==> config.mk <==
export PLATFORM = sky130hd
export DESIGN_NAME = fpc_top
export DESIGN_NICKNAME = d
export VERILOG_FILES = /design/src/core/fpc_pkg.sv /design/src/core/fpc_top.sv
export SDC_FILE = /design/constraint.sdc
export NUM_CORES = 1
export LEC_CHECK = 0
export BUFFER_PORTS_ARGS = -buffer_cell sky130_fd_sc_hd__buf_2
export CORE_MARGIN = 1.5
export CORE_UTILIZATION = 45
export DETAILED_ROUTE_END_ITERATION = 6
export PLACE_DENSITY = 0.88
export SLEW_MARGIN = 20
export SYNTH_ARGS = -nofsm -noshare
export SYNTH_HDL_FRONTEND = slang
export SYNTH_SLANG_ARGS = --single-unit
==> constraint.sdc <==
create_clock -name pclk -period 3.6 [get_ports pclk]
set_clock_uncertainty 0.15 [all_clocks]
set_input_delay 1.08 -clock pclk [delete_from_list [all_inputs] [get_ports pclk]]
set_output_delay 1.08 -clock pclk [all_outputs]
set_load 0.03 [all_outputs]
==> src/core/fpc_pkg.sv <==
// constants for the flash program control block
// Summary of operation
// RULE1 - the trigger bit is taken only while armed and right after unlock.
// RULE2 - setting the trigger starts the operation and it clears when done.
// RULE3 - a device reset clears only the write arm bit.
// RULE4 - arming permits trigger writes and enables the voltage detector.
// RULE5 - the failure flag is set when an operation does not complete well.
// RULE6 - the low voltage error sets on low supply while programming armed.
// RULE7 - the low voltage status follows an active event while armed.
// RULE8 - the operation select field is writable only while disarmed.
// RULE9 - code 0001 programs one word unless it is protected.
// RULE10 - code 0011 programs one row unless it is protected.
// RULE11 - code 0100 erases one page unless it is protected.
// RULE12 - code 0101 erases the array only if no page is protected.
// RULE13 - codes 0000, 0010 and 0110 do nothing; higher codes are reserved.
// RULE14 - all unimplemented bits read as zero.
// RULE15 - a triggered code 0000 cycle clears the failure flag.
// RULE16 - software unlocks with two key writes just before the trigger.
// RULE17 - software sets address and operation before arming.
package fpc_pkg;
    // register byte addresses
    localparam logic [7:0] addr_ctrl = 8'h00;
    localparam logic [7:0] addr_key = 8'h04;
    localparam logic [7:0] addr_irq_stat = 8'h08;
    localparam logic [7:0] addr_irq_mask = 8'h0c;
    // control register fields
    localparam int bit_trigger = 15;
    localparam int bit_arm = 14;
    localparam int bit_fail = 13;
    localparam int bit_lverr = 12;
    localparam int bit_lvact = 11;
    localparam int op_lsb = 0;
    localparam int op_msb = 3;
    // operation codes
    localparam logic [3:0] op_nop0 = 4'h0;
    localparam logic [3:0] op_word = 4'h1;
    localparam logic [3:0] op_nop2 = 4'h2;
    localparam logic [3:0] op_row = 4'h3;
    localparam logic [3:0] op_page = 4'h4;
    localparam logic [3:0] op_array = 4'h5;
    localparam logic [3:0] op_nop6 = 4'h6;
    // unlock keys, values arbitrary
    localparam logic [31:0] key_first = 32'h11223344;
    localparam logic [31:0] key_second = 32'h55667788;
    // interrupt status bits
    localparam int irq_done = 0;
    localparam int irq_fail = 1;
    localparam int irq_lverr = 2;
    localparam int irq_w = 3;
    // reset values
    localparam logic [3:0] op_reset = 4'h0;
    localparam logic [2:0] irq_reset = 3'h0;
    typedef enum logic [1:0] {
        fpc_idle, fpc_run, fpc_finish
    } fpc_state_type;
    typedef enum logic [1:0] {
        fpc_locked, fpc_key1, fpc_open
    } fpc_unlock_type;
endpackage

==> src/core/fpc_top.sv <==
// flash program control block with apb register access
//
// Our own choices: the APB interface to the registers and the placing of the registers.
`timescale 1ns/1ns
module fpc_top (
    input wire logic pclk,
    input wire logic presetn,
    input wire logic psel,
    input wire logic penable,
    input wire logic pwrite,
    input wire logic [7:0] paddr,
    input wire logic [31:0] pwdata,
    output logic [31:0] prdata,
    output logic pready,
    output logic pslverr,
    input wire logic dev_reset,
    output logic flash_start,
    output logic [3:0] flash_op,
    input wire logic flash_done,
    input wire logic flash_fail,
    input wire logic target_protected,
    input wire logic any_page_protected,
    input wire logic low_voltage_sense,
    output logic lvd_enable,
    output logic irq
);
    // ==========================================================
    // state
    // ==========================================================
    logic trigger;
    logic write_arm;
    logic op_fail_flag;
    logic low_voltage_error;
    logic low_voltage_active;
    logic [3:0] op_select;
    logic [2:0] irq_stat;
    logic [2:0] irq_mask;
    logic [2:0] irq_event;
    fpc_pkg::fpc_state_type st;
    fpc_pkg::fpc_unlock_type unlock;
    logic wr_en;
    logic rd_en;
    logic wr_ctrl;
    logic wr_key;
    logic wr_stat;
    logic wr_mask;
    logic mapped;
    logic accept;
    logic [31:0] next_rdata;

    // true for the codes that drive the flash array
    function automatic logic is_flash_op(input logic [3:0] code);
        is_flash_op = (code == fpc_pkg::op_word)
            || (code == fpc_pkg::op_row)
            || (code == fpc_pkg::op_page)
            || (code == fpc_pkg::op_array);
    endfunction

    // true for the codes that do nothing
    function automatic logic is_nop(input logic [3:0] code);
        is_nop = (code == fpc_pkg::op_nop0)
            || (code == fpc_pkg::op_nop2)
            || (code == fpc_pkg::op_nop6);
    endfunction

    // ==========================================================
    // apb decode
    // ==========================================================
    // zero wait states; errors on unmapped addresses
    assign pready = 1'b1;
    assign wr_en = psel && penable && pwrite;
    assign rd_en = psel && !penable && !pwrite;
    always_comb begin
        mapped = 1'b1;
        if (paddr == fpc_pkg::addr_ctrl) begin
            mapped = 1'b1;
        end else if (paddr == fpc_pkg::addr_key) begin
            mapped = 1'b1;
        end else if (paddr == fpc_pkg::addr_irq_stat) begin
            mapped = 1'b1;
        end else if (paddr == fpc_pkg::addr_irq_mask) begin
            mapped = 1'b1;
        end else begin
            mapped = 1'b0;
        end
    end
    assign pslverr = psel && penable && !mapped;
    assign wr_ctrl = wr_en && (paddr == fpc_pkg::addr_ctrl);
    assign wr_key = wr_en && (paddr == fpc_pkg::addr_key);
    assign wr_stat = wr_en && (paddr == fpc_pkg::addr_irq_stat);
    assign wr_mask = wr_en && (paddr == fpc_pkg::addr_irq_mask);

    // read data, latched in the setup cycle
    always_comb begin
        next_rdata = 32'h00000000; // see RULE14
        if (paddr == fpc_pkg::addr_ctrl) begin
            next_rdata[fpc_pkg::bit_trigger] = trigger;
            next_rdata[fpc_pkg::bit_arm] = write_arm;
            next_rdata[fpc_pkg::bit_fail] = op_fail_flag;
            next_rdata[fpc_pkg::bit_lverr] = low_voltage_error;
            next_rdata[fpc_pkg::bit_lvact] = low_voltage_active;
            next_rdata[fpc_pkg::op_msb:fpc_pkg::op_lsb] = op_select;
        end else if (paddr == fpc_pkg::addr_irq_stat) begin
            next_rdata[fpc_pkg::irq_w-1:0] = irq_stat;
        end else if (paddr == fpc_pkg::addr_irq_mask) begin
            next_rdata[fpc_pkg::irq_w-1:0] = irq_mask;
        end else begin
            next_rdata = 32'h00000000;
        end
    end

    always_ff @(posedge pclk or negedge presetn) begin
        if (!presetn) begin
            prdata <= 32'h00000000;
        end else if (rd_en) begin
            prdata <= next_rdata;
        end
    end

    // ==========================================================
    // unlock sequence
    // ==========================================================
    // any completed access that is not the next key step relocks
    always_ff @(posedge pclk or negedge presetn) begin
        if (!presetn) begin
            unlock <= fpc_pkg::fpc_locked;
        end else if (psel && penable) begin
            if (wr_key && pwdata == fpc_pkg::key_first) begin
                unlock <= fpc_pkg::fpc_key1;
            end else if (wr_key && pwdata == fpc_pkg::key_second
                && unlock == fpc_pkg::fpc_key1) begin
                unlock <= fpc_pkg::fpc_open;
            end else begin
                unlock <= fpc_pkg::fpc_locked;
            end
        end
    end

    // trigger write is taken only when armed and just unlocked
    assign accept = wr_ctrl && pwdata[fpc_pkg::bit_trigger]
        && write_arm && unlock == fpc_pkg::fpc_open
        && st == fpc_pkg::fpc_idle; // see RULE1

    // ==========================================================
    // control fields
    // ==========================================================
    // write arm, the only field cleared by device reset
    always_ff @(posedge pclk or negedge presetn) begin
        if (!presetn) begin
            write_arm <= 1'b0;
        end else if (dev_reset) begin
            write_arm <= 1'b0; // see RULE3
        end else if (wr_ctrl) begin
            write_arm <= pwdata[fpc_pkg::bit_arm];
        end
    end

    // operation select, writable only while disarmed
    always_ff @(posedge pclk or negedge presetn) begin
        if (!presetn) begin
            op_select <= fpc_pkg::op_reset;
        end else if (wr_ctrl && !write_arm && !dev_reset) begin
            op_select <= pwdata[fpc_pkg::op_msb:fpc_pkg::op_lsb]; // see RULE8
        end
    end

    // ==========================================================
    // operation sequencer
    // ==========================================================
    // run waits for the array; finish covers no-op and refused ops
    always_ff @(posedge pclk or negedge presetn) begin
        if (!presetn) begin
            st <= fpc_pkg::fpc_idle;
            trigger <= 1'b0;
            flash_start <= 1'b0;
            flash_op <= fpc_pkg::op_reset;
        end else begin
            flash_start <= 1'b0;
            case (st)
                fpc_pkg::fpc_idle: begin
                    if (accept) begin
                        trigger <= 1'b1; // see RULE2
                        flash_op <= op_select;
                        if (is_flash_op(op_select) && !((op_select
                            == fpc_pkg::op_array) ? any_page_protected
                            : target_protected)) begin
                            st <= fpc_pkg::fpc_run; // see RULE11 RULE12
                            flash_start <= 1'b1; // see RULE9 RULE10
                        end else begin
                            st <= fpc_pkg::fpc_finish; // see RULE13
                        end
                    end
                end
                fpc_pkg::fpc_run: begin
                    if (flash_done) begin
                        st <= fpc_pkg::fpc_idle;
                        trigger <= 1'b0; // see RULE2
                    end
                end
                fpc_pkg::fpc_finish: begin
                    st <= fpc_pkg::fpc_idle;
                    trigger <= 1'b0;
                end
                default: begin
                    st <= fpc_pkg::fpc_idle;
                    trigger <= 1'b0;
                end
            endcase
        end
    end

    // ==========================================================
    // status flags
    // ==========================================================
    // failure flag: set on bad end, refused op or reserved code
    always_ff @(posedge pclk or negedge presetn) begin
        if (!presetn) begin
            op_fail_flag <= 1'b0;
        end else if (st == fpc_pkg::fpc_run && flash_done) begin
            if (flash_fail || low_voltage_error) begin
                op_fail_flag <= 1'b1; // see RULE5
            end
        end else if (st == fpc_pkg::fpc_finish) begin
            if (flash_op == fpc_pkg::op_nop0) begin
                op_fail_flag <= 1'b0; // see RULE15
            end else if (!is_nop(flash_op)) begin
                op_fail_flag <= 1'b1; // see RULE5
            end
        end
    end

    // low voltage error: sticky, cleared with the failure flag
    always_ff @(posedge pclk or negedge presetn) begin
        if (!presetn) begin
            low_voltage_error <= 1'b0;
        end else if (write_arm && low_voltage_sense
            && st == fpc_pkg::fpc_run) begin
            low_voltage_error <= 1'b1; // see RULE6
        end else if (st == fpc_pkg::fpc_finish
            && flash_op == fpc_pkg::op_nop0) begin
            low_voltage_error <= 1'b0;
        end
    end

    // low voltage status follows the detector while enabled
    always_ff @(posedge pclk or negedge presetn) begin
        if (!presetn) begin
            low_voltage_active <= 1'b0;
        end else begin
            low_voltage_active <= write_arm && low_voltage_sense; // see RULE7
        end
    end

    assign lvd_enable = write_arm; // see RULE4

    // ==========================================================
    // interrupts
    // ==========================================================
    assign irq_event[fpc_pkg::irq_done] =
        st != fpc_pkg::fpc_idle && trigger
        && (st == fpc_pkg::fpc_finish || flash_done);
    assign irq_event[fpc_pkg::irq_fail] =
        (st == fpc_pkg::fpc_run && flash_done
        && (flash_fail || low_voltage_error))
        || (st == fpc_pkg::fpc_finish && !is_nop(flash_op));
    assign irq_event[fpc_pkg::irq_lverr] = write_arm
        && low_voltage_sense && st == fpc_pkg::fpc_run
        && !low_voltage_error;

    // sticky status, write one to clear, a new event wins
    always_ff @(posedge pclk or negedge presetn) begin
        if (!presetn) begin
            irq_stat <= fpc_pkg::irq_reset;
        end else if (wr_stat) begin
            irq_stat <= (irq_stat & ~pwdata[fpc_pkg::irq_w-1:0])
                | irq_event;
        end else begin
            irq_stat <= irq_stat | irq_event;
        end
    end

    always_ff @(posedge pclk or negedge presetn) begin
        if (!presetn) begin
            irq_mask <= fpc_pkg::irq_reset;
        end else if (wr_mask) begin
            irq_mask <= pwdata[fpc_pkg::irq_w-1:0];
        end
    end

    assign irq = |(irq_stat & irq_mask);

    // ==========================================================
    // assertions
    // ==========================================================
    property p_trig_gate;
        @(posedge pclk) disable iff (!presetn)
        $rose(trigger) |-> $past(write_arm)
            && $past(unlock) == fpc_pkg::fpc_open;
    endproperty
    a_trig_gate: assert property (p_trig_gate) // see RULE1
        else $error("trigger set without arm and unlock");

    property p_trig_idle;
        @(posedge pclk) disable iff (!presetn)
        (st == fpc_pkg::fpc_idle) == !trigger;
    endproperty
    a_trig_idle: assert property (p_trig_idle) // see RULE2
        else $error("trigger does not match activity");

    property p_dev_reset;
        @(posedge pclk) disable iff (!presetn)
        dev_reset |=> !write_arm && $stable(op_select);
    endproperty
    a_dev_reset: assert property (p_dev_reset) // see RULE3
        else $error("device reset effect wrong");

    property p_lvd_off;
        @(posedge pclk) disable iff (!presetn)
        !write_arm |=> !low_voltage_active;
    endproperty
    a_lvd_off: assert property (p_lvd_off) // see RULE4
        else $error("detector active while disarmed");

    property p_fail_set;
        @(posedge pclk) disable iff (!presetn)
        st == fpc_pkg::fpc_run && flash_done && flash_fail
            |=> op_fail_flag && !trigger;
    endproperty
    a_fail_set: assert property (p_fail_set) // see RULE5
        else $error("failure not flagged");

    property p_lverr_armed;
        @(posedge pclk) disable iff (!presetn)
        $rose(low_voltage_error) |-> $past(write_arm);
    endproperty
    a_lverr_armed: assert property (p_lverr_armed) // see RULE6
        else $error("low voltage error while disarmed");

    property p_lvact;
        @(posedge pclk) disable iff (!presetn)
        write_arm && low_voltage_sense && !dev_reset
            ##1 write_arm |-> low_voltage_active;
    endproperty
    a_lvact: assert property (p_lvact) // see RULE7
        else $error("low voltage status missed");

    property p_opsel_hold;
        @(posedge pclk) disable iff (!presetn)
        wr_ctrl && write_arm |=> $stable(op_select);
    endproperty
    a_opsel_hold: assert property (p_opsel_hold) // see RULE8
        else $error("op select changed while armed");

    property p_start_code;
        @(posedge pclk) disable iff (!presetn)
        flash_start |-> is_flash_op(flash_op)
            ##1 st == fpc_pkg::fpc_run;
    endproperty
    a_start_code: assert property (p_start_code) // see RULE9
        else $error("flash started with a bad code");

    property p_nop_clear;
        @(posedge pclk) disable iff (!presetn)
        st == fpc_pkg::fpc_finish && flash_op == fpc_pkg::op_nop0
            |=> !op_fail_flag && !low_voltage_error;
    endproperty
    a_nop_clear: assert property (p_nop_clear) // see RULE15
        else $error("no-op cycle did not clear errors");

    property p_rsv_zero;
        @(posedge pclk) disable iff (!presetn)
        rd_en && paddr == fpc_pkg::addr_ctrl
            |=> prdata[31:16] == 16'h0000 && prdata[10:4] == 7'h00;
    endproperty
    a_rsv_zero: assert property (p_rsv_zero) // see RULE14
        else $error("unimplemented bits not zero");
endmodule

==> results.sh, run 1 <==
export IMPL_fin_setup_tns_ns=0
export IMPL_hold_depth=1
export IMPL_firstDrtPassIters=4
export IMPL_insertion_delay_ns=0.28
export IMPL_leakagePower_nw=1.147
export IMPL_crit_fanout=4
export IMPL_hold_viol_final=0
export IMPL_place_congestion=0.8478
export IMPL_hold_class="flop to flop"
export IMPL_antenna_found_initial=0
export IMPL_r2r_end="flash_op[3]$_DFFE_PN0P_"
export IMPL_synth_area_leaders="dfrtp_1 (45%), buf_4 (9.9%), mux2_2 (6.2%), a22o_1 (4.8%), mux2i_1 (3.3%)"
export IMPL_dp_hpwl_um=3182
export IMPL_cts_sink_count=33
export IMPL_rows=22
export IMPL_r2r_setup_slack_ns=1.65
export IMPL_route_vias_total=1458
export IMPL_grt_pass1_wl_um=5885
export IMPL_wl_per_cell_um=13.55
export IMPL_insertedDiodeCount=0
export IMPL_place_ws_ns=0.06723
export IMPL_syn_area_um2=1823
export IMPL_port_buffers=67
export IMPL_ys_top_cells_by_count="dfrtp_1 (33), buf_4 (24), nand2_1 (13)"
export IMPL_root_buffer="clkbuf_8"
export IMPL_clockBufferDepth=2
export IMPL_wl_um=3917
export IMPL_p_per_area_nw_per_um2=370.1
export IMPL_drive_above_1_share_pct=38.17
export IMPL_cp_end_kind="output pin"
export IMPL_yosys_warnings=0
export IMPL_area_growth_syn_to_layout_pct=21.89
export IMPL_htreeDepth=2
export IMPL_status="completed"
export IMPL_critPathKind="input port to output pin"
export IMPL_worst_r2r_cell_count=4
export IMPL_maxCapViolations=0
export IMPL_antenna_left=0
export IMPL_drt_iter0_markers=69
export IMPL_cts_setup_buffers=0
export IMPL_yosysTopAreaCell="dfrtp_1"
export IMPL_die_area_um2=4442
export IMPL_cp_required_ns=2.37
export IMPL_worst_slew_pin_slew_ns=0.7156
export IMPL_cts_tree="yes"
export IMPL_dp_cells=281
export IMPL_cts_reportedPaths_clkPinSlew_ns=0.06
export IMPL_grt_overflow_total=0
export IMPL_worst_slack_ns=0.06724
export IMPL_worst_ep_arrival_time_ns=2.30
export IMPL_synth_ff_type="dfrtp_1"
export IMPL_start_util_pct=48.34
export IMPL_syn_instance_count=171
export IMPL_vias_per_cell=5.045
export IMPL_synth_top_cell_area_share_pct=45.30
export IMPL_relSlewSlack_pct=52.29
export IMPL_finalNonFillerCells=289
export IMPL_synth_seq_area_share_pct=45.30
export IMPL_peakVddDrop_mv=0.1650
export IMPL_drc=0
export IMPL_worstSetupStartpoint="paddr[1]"
export IMPL_cts_repair_resized=0
export IMPL_synth_edff_count=0
export IMPL_ios=92
export IMPL_timing_fmax_ghz=0.2831
export IMPL_grt_pass1_vias=1270
export IMPL_drv_slew=0
export IMPL_grtUsageTotal_pct=18.11
export IMPL_finalNetCount=291
export IMPL_yosys_register_bits=33
export IMPL_fin_crit_ns=3.533
export IMPL_crit_end="pslverr"
export IMPL_p_total_mw=0.8225
export IMPL_rsz0062_at_grt="false"
export IMPL_yosysMostFrequentCell="dfrtp_1"
export IMPL_ys_async_sr_fraction_pct=100.0
export IMPL_syn_area_per_cell_um2=10.66
export IMPL_cts_buffers=5
export IMPL_grt_max_degree=34
export IMPL_die_w_um=66.65
export IMPL_crit_path_start_kind="input port"
export IMPL_fill_cells=334
export IMPL_coreArea_um2=3771
export IMPL_ctsHoldBuffers=0
export IMPL_synth_cell_type_count=42
export IMPL_dieHeight_um=66.65
export IMPL_r2r_start="unlock[0]$_DFFE_PN0N_"
export IMPL_final_setup_viol_count=0
export IMPL_post_route_period_util_pct=98.13
kinds of logic after synthesis:
family | count (synthesis) | synth area share, %
DFF | 33 | 45.30
muxes | 16 | 9.472
buffers and inverters | 31 | 11.74
AOI/OAI and AO/OA | 25 | 10.43
other | 2 | 0.4120
and+or+nand+nor | 64 | 22.65
layout by cell type, fill, tap and decap left out, drive strengths merged, types with 5 or more instances in the layout:
cell and instances:
a22o 10, buf 68, clkbuf 7, conb 24
dfrtp 33, mux2 10, mux2i 6, nand2 13
nand3 6, nand4b 5, nor2 7, nor4 7
o21ai 5
power by group:
group	switching, mW	internal (mW)	total (mW)
sequential	0.00116	0.372	0.373
clock	0.130	0.225	0.355
combinational	0.0658	0.0284	0.0942
how the worst min path moves through the flow:
| stage | start | end | slack (ns) |
|---|---|---|---|
| after global routing | prdata[11]$_DFFE_PN0P_ | prdata[11]$_DFFE_PN0P_ | 0.36 |
| after global placement | low_voltage_active$_DFF_PN0_ | prdata[11]$_DFFE_PN0P_ | 0.30 |
| final | prdata[15]$_DFFE_PN0P_ | prdata[15]$_DFFE_PN0P_ | 0.35 |
| after floorplan | low_voltage_active$_DFF_PN0_ | prdata[11]$_DFFE_PN0P_ | 0.29 |
| after detailed placement | low_voltage_active$_DFF_PN0_ | prdata[11]$_DFFE_PN0P_ | 0.34 |
| after CTS | low_voltage_active$_DFF_PN0_ | prdata[11]$_DFFE_PN0P_ | 0.35 |
layer usage:
| layer | GRT usage [%] | part of all wire, % |
|---|---|---|
| met1 | 22.02 | 43 |
| met2 | 31.00 | 50 |
| met3 | 5.574 | 5.7 |
| met4 | 4.847 | 0.82 |
| met5 | 0 | 0 |
registers in the layout, indices dropped and copies added, names as in the netlist:
register,count
flash_op,4
prdata,9
flash_start,1
irq_stat,3
op_select,4
irq_mask,3
low_voltage_error,1
op_fail_flag,1
lvd_enable,1
trigger,1
st,2
low_voltage_active,1
unlock,2
per-stage QoR:
stage	utilization, %	hold WS [ns]	cell area (µm²)
after detailed placement	55.84	0.3364	2106
after global routing	58.93	0.3614	2222
final	58.93	0.3499	2222
after floorplan	-	0.2926	1906
after global placement	55.84	0.2968	2106
after CTS	58.93	0.3507	2222
worst max-delay path: stages:
cell and delay (ns):
buf_2 0.10, or4_4 0.53, or2_4 0.27, nor2b_1 0.14, buf_2 0.18
layout make-up:
type	instances	area (µm²)	share of cell area [%]
clock buffer	7	86.33	3.885
clock inverter	1	30.03	1.351
inverter	3	11.26	0.5068
multi-input combinational	129	865.8	38.96
sequential	33	825.8	37.16
tap	48	60.06	2.703
timing repair buffer	68	342.8	15.43
Note: power is estimated with default switching activity, not from simulation.
==> run 2, diff against run 1 <==
--- a/constraint.sdc
+++ b/constraint.sdc
@@ -3,3 +3,3 @@
 set_input_delay 1.08 -clock pclk [delete_from_list [all_inputs] [get_ports pclk]]
 set_output_delay 1.08 -clock pclk [all_outputs]
-set_load 0.03 [all_outputs]
+set_load 0.1 [all_outputs]
==> run 2 against run 1 <==
Effect of this change:
- first-iteration DRC count shrank 10%
- critical path depth unchanged
- clock power fell by 22%
- combinational power increased by 87%
- count of clock-buffer cells in the layout did not move
- die area unchanged
- maximum frequency shrank 0.33%
- sequential share of layout area up 0.30 points
- flip-flop and latch count unchanged
==> results.sh, run 2 (synthesized netlist as in run 1, its figures left out) <==
export IMPL_status="completed"
export IMPL_ios=92
export IMPL_finalNonFillerCells=289
export IMPL_relSlewSlack_pct=53.00
export IMPL_grt_pass1_wl_um=6437
export IMPL_clockBufferDepth=2
export IMPL_fin_crit_ns=3.544
export IMPL_post_route_period_util_pct=98.45
export IMPL_worst_slack_ns=0.05569
export IMPL_cts_setup_buffers=0
export IMPL_reg_top3="prdata: 9 flops, flash_op: 4 flops, op_select: 4 flops"
export IMPL_coreArea_um2=3771
export IMPL_grt_overflow_total=0
export IMPL_die_w_um=66.65
export IMPL_vias_per_cell=5.190
export IMPL_cts_tree="yes"
export IMPL_layout_common_cells="buf_2 (66), dfrtp_1 (33), conb_1 (24)"
export IMPL_grt_pass1_vias=1471
export IMPL_port_buffers=67
export IMPL_hold_viol_final=0
export IMPL_worst_slew_pin_slew_ns=0.7050
export IMPL_r2r_end="flash_op[2]$_DFFE_PN0P_"
export IMPL_wl_met3_um=268
export IMPL_route_vias_total=1500
export IMPL_seqPwrFrac_pct=45.3
export IMPL_timing_fmax_ghz=0.2821
export IMPL_rsz0062_at_grt="false"
export IMPL_antenna_found_initial=0
export IMPL_maxCapViolations=0
export IMPL_dp_cells=282
export IMPL_drt_iter0_markers=62
export IMPL_cts_sink_count=33
export IMPL_crit_path_start_kind="input port"
export IMPL_largest_reg_flops=9
export IMPL_routed_top_layer="met4"
export IMPL_min_delay_start="low_voltage_active$_DFF_PN0_"
export IMPL_firstDrtPassIters=4
export IMPL_cts_reportedPaths_clkPinSlew_ns=0.06
export IMPL_hold_end="prdata[11]$_DFFE_PN0P_"
export IMPL_htreeDepth=2
export IMPL_critical_path_slowest_cell="or4_4"
export IMPL_grtUsageTotal_pct=19.48
export IMPL_wl_per_cell_um=13.80
export IMPL_switchingPower_mw=0.2722
export IMPL_insertedDiodeCount=0
export IMPL_clockPowerShare_pct=33.4
export IMPL_crit_fanout=2
export IMPL_final_setup_viol_count=0
export IMPL_die_area_um2=4442
export IMPL_wl_um=3987
export IMPL_r2r_start="lvd_enable$_DFFE_PN0P_"
export IMPL_place_congestion=0.8738
export IMPL_fin_hold_ws_ns=0.3141
export IMPL_fill_cells=325
export IMPL_r2r_setup_slack_ns=1.69
export IMPL_p_per_area_nw_per_um2=374.1
export IMPL_ctsHoldBuffers=0
export IMPL_dp_hpwl_um=3143
export IMPL_path_cells="buf_2, or4_4, or2_4, nor2b_2, buf_4"
export IMPL_antenna_left=0
export IMPL_finalNetCount=292
export IMPL_area_growth_syn_to_layout_pct=20.93
export IMPL_cp_required_ns=2.37
export IMPL_drc=0
export IMPL_critPathKind="input port to output pin"
export IMPL_wl_met2_um=2078
export IMPL_worst_ep_arrival_time_ns=2.31
export IMPL_hold_depth=1
export IMPL_fin_util_pct=58.46
export IMPL_grt_max_degree=34
export IMPL_worst_r2r_cell_count=4
export IMPL_met1_length_um=1573
export IMPL_rows=22
export IMPL_place_ws_ns=-0.0002891
export IMPL_insertion_delay_ns=0.28
export IMPL_peakVddDrop_mv=0.2321
export IMPL_drv_slew=0
export IMPL_p_sw_share_pct=33.01
export IMPL_top_register="prdata"
export IMPL_root_buffer="clkbuf_8"
export IMPL_leakagePower_nw=1.140
export IMPL_internal_power_mw=0.5525
export IMPL_p_total_mw=0.8248
export IMPL_drive_above_1_share_pct=38.59
export IMPL_hold_class="flop to flop"
export IMPL_start_util_pct=48.34
export IMPL_max_stage_delay_ns=0.53
export IMPL_cts_buffers=5
export IMPL_mostFrequentLayoutCell="buf_2"
export IMPL_cp_end_kind="output pin"
export IMPL_pwr_share_comb_pct=21.3
export IMPL_dieHeight_um=66.65
run 2: how the worst max path moves through the flow:
stage | start | to | slack, ns | cells after the start
floorplan | paddr[1] | pslverr | 0.14 | 3
global placement | paddr[1] | pslverr | 0.01 | 5
detailed placement | paddr[1] | pslverr | -0.0003 | 5
CTS | paddr[1] | pslverr | 0.06 | 5
global route | paddr[1] | pslverr | 0.01 | 5
finish | paddr[1] | pslverr | 0.06 | 5
run 2: cell type report:
class | instances | area, µm² | area share, %
sequential | 33 | 825.8 | 37.46
inverter | 3 | 11.26 | 0.5108
tap | 48 | 60.06 | 2.724
clock buffer | 7 | 86.33 | 3.916
timing repair buffer | 69 | 352.8 | 16.00
multi-input combinational | 129 | 868.3 | 39.39
run 2: routing by layer:
| metal | GRT usage (%) | up-vias |
|---|---|---|
| met5 | 0 | - |
| met4 | 5.612 | 0 |
| met3 | 5.743 | 7 |
| met2 | 35.38 | 69 |
| met1 | 21.93 | 708 |
| li1 | - | 716 |
run 2: per-stage QoR:
step,area (µm²),TNS [ns]
global route,2205,0
global placement,2116,0
CTS,2205,0
finish,2205,0
detailed placement,2116,-0.0002891
floorplan,1908,0
run 2: critical path, delay by kind of cell:
family | cells | cell delay [ns]
and+or+nand+nor | 3 | 0.92
buffers and inverters | 2 | 0.32
run 2: repair_timing:
| item | 4_1_cts | 5_1_grt |
|---|---|---|
| hold endpoints to repair | 0 | 0 |
| endpoints found under the setup margin | 1 | 0 |
| gates resized for setup | 1 | 0 |
run 2: power groups by stage:
stage	logic [mW]	clock network [mW]	registers, mW
2_1_floorplan	0.152	0	0.381
3_3_place_gp	0.173	0	0.380
3_5_place_dp	0.175	0	0.380
4_1_cts	0.176	0.279	0.373
5_1_grt	0.184	0.292	0.373
6_report	0.176	0.276	0.373
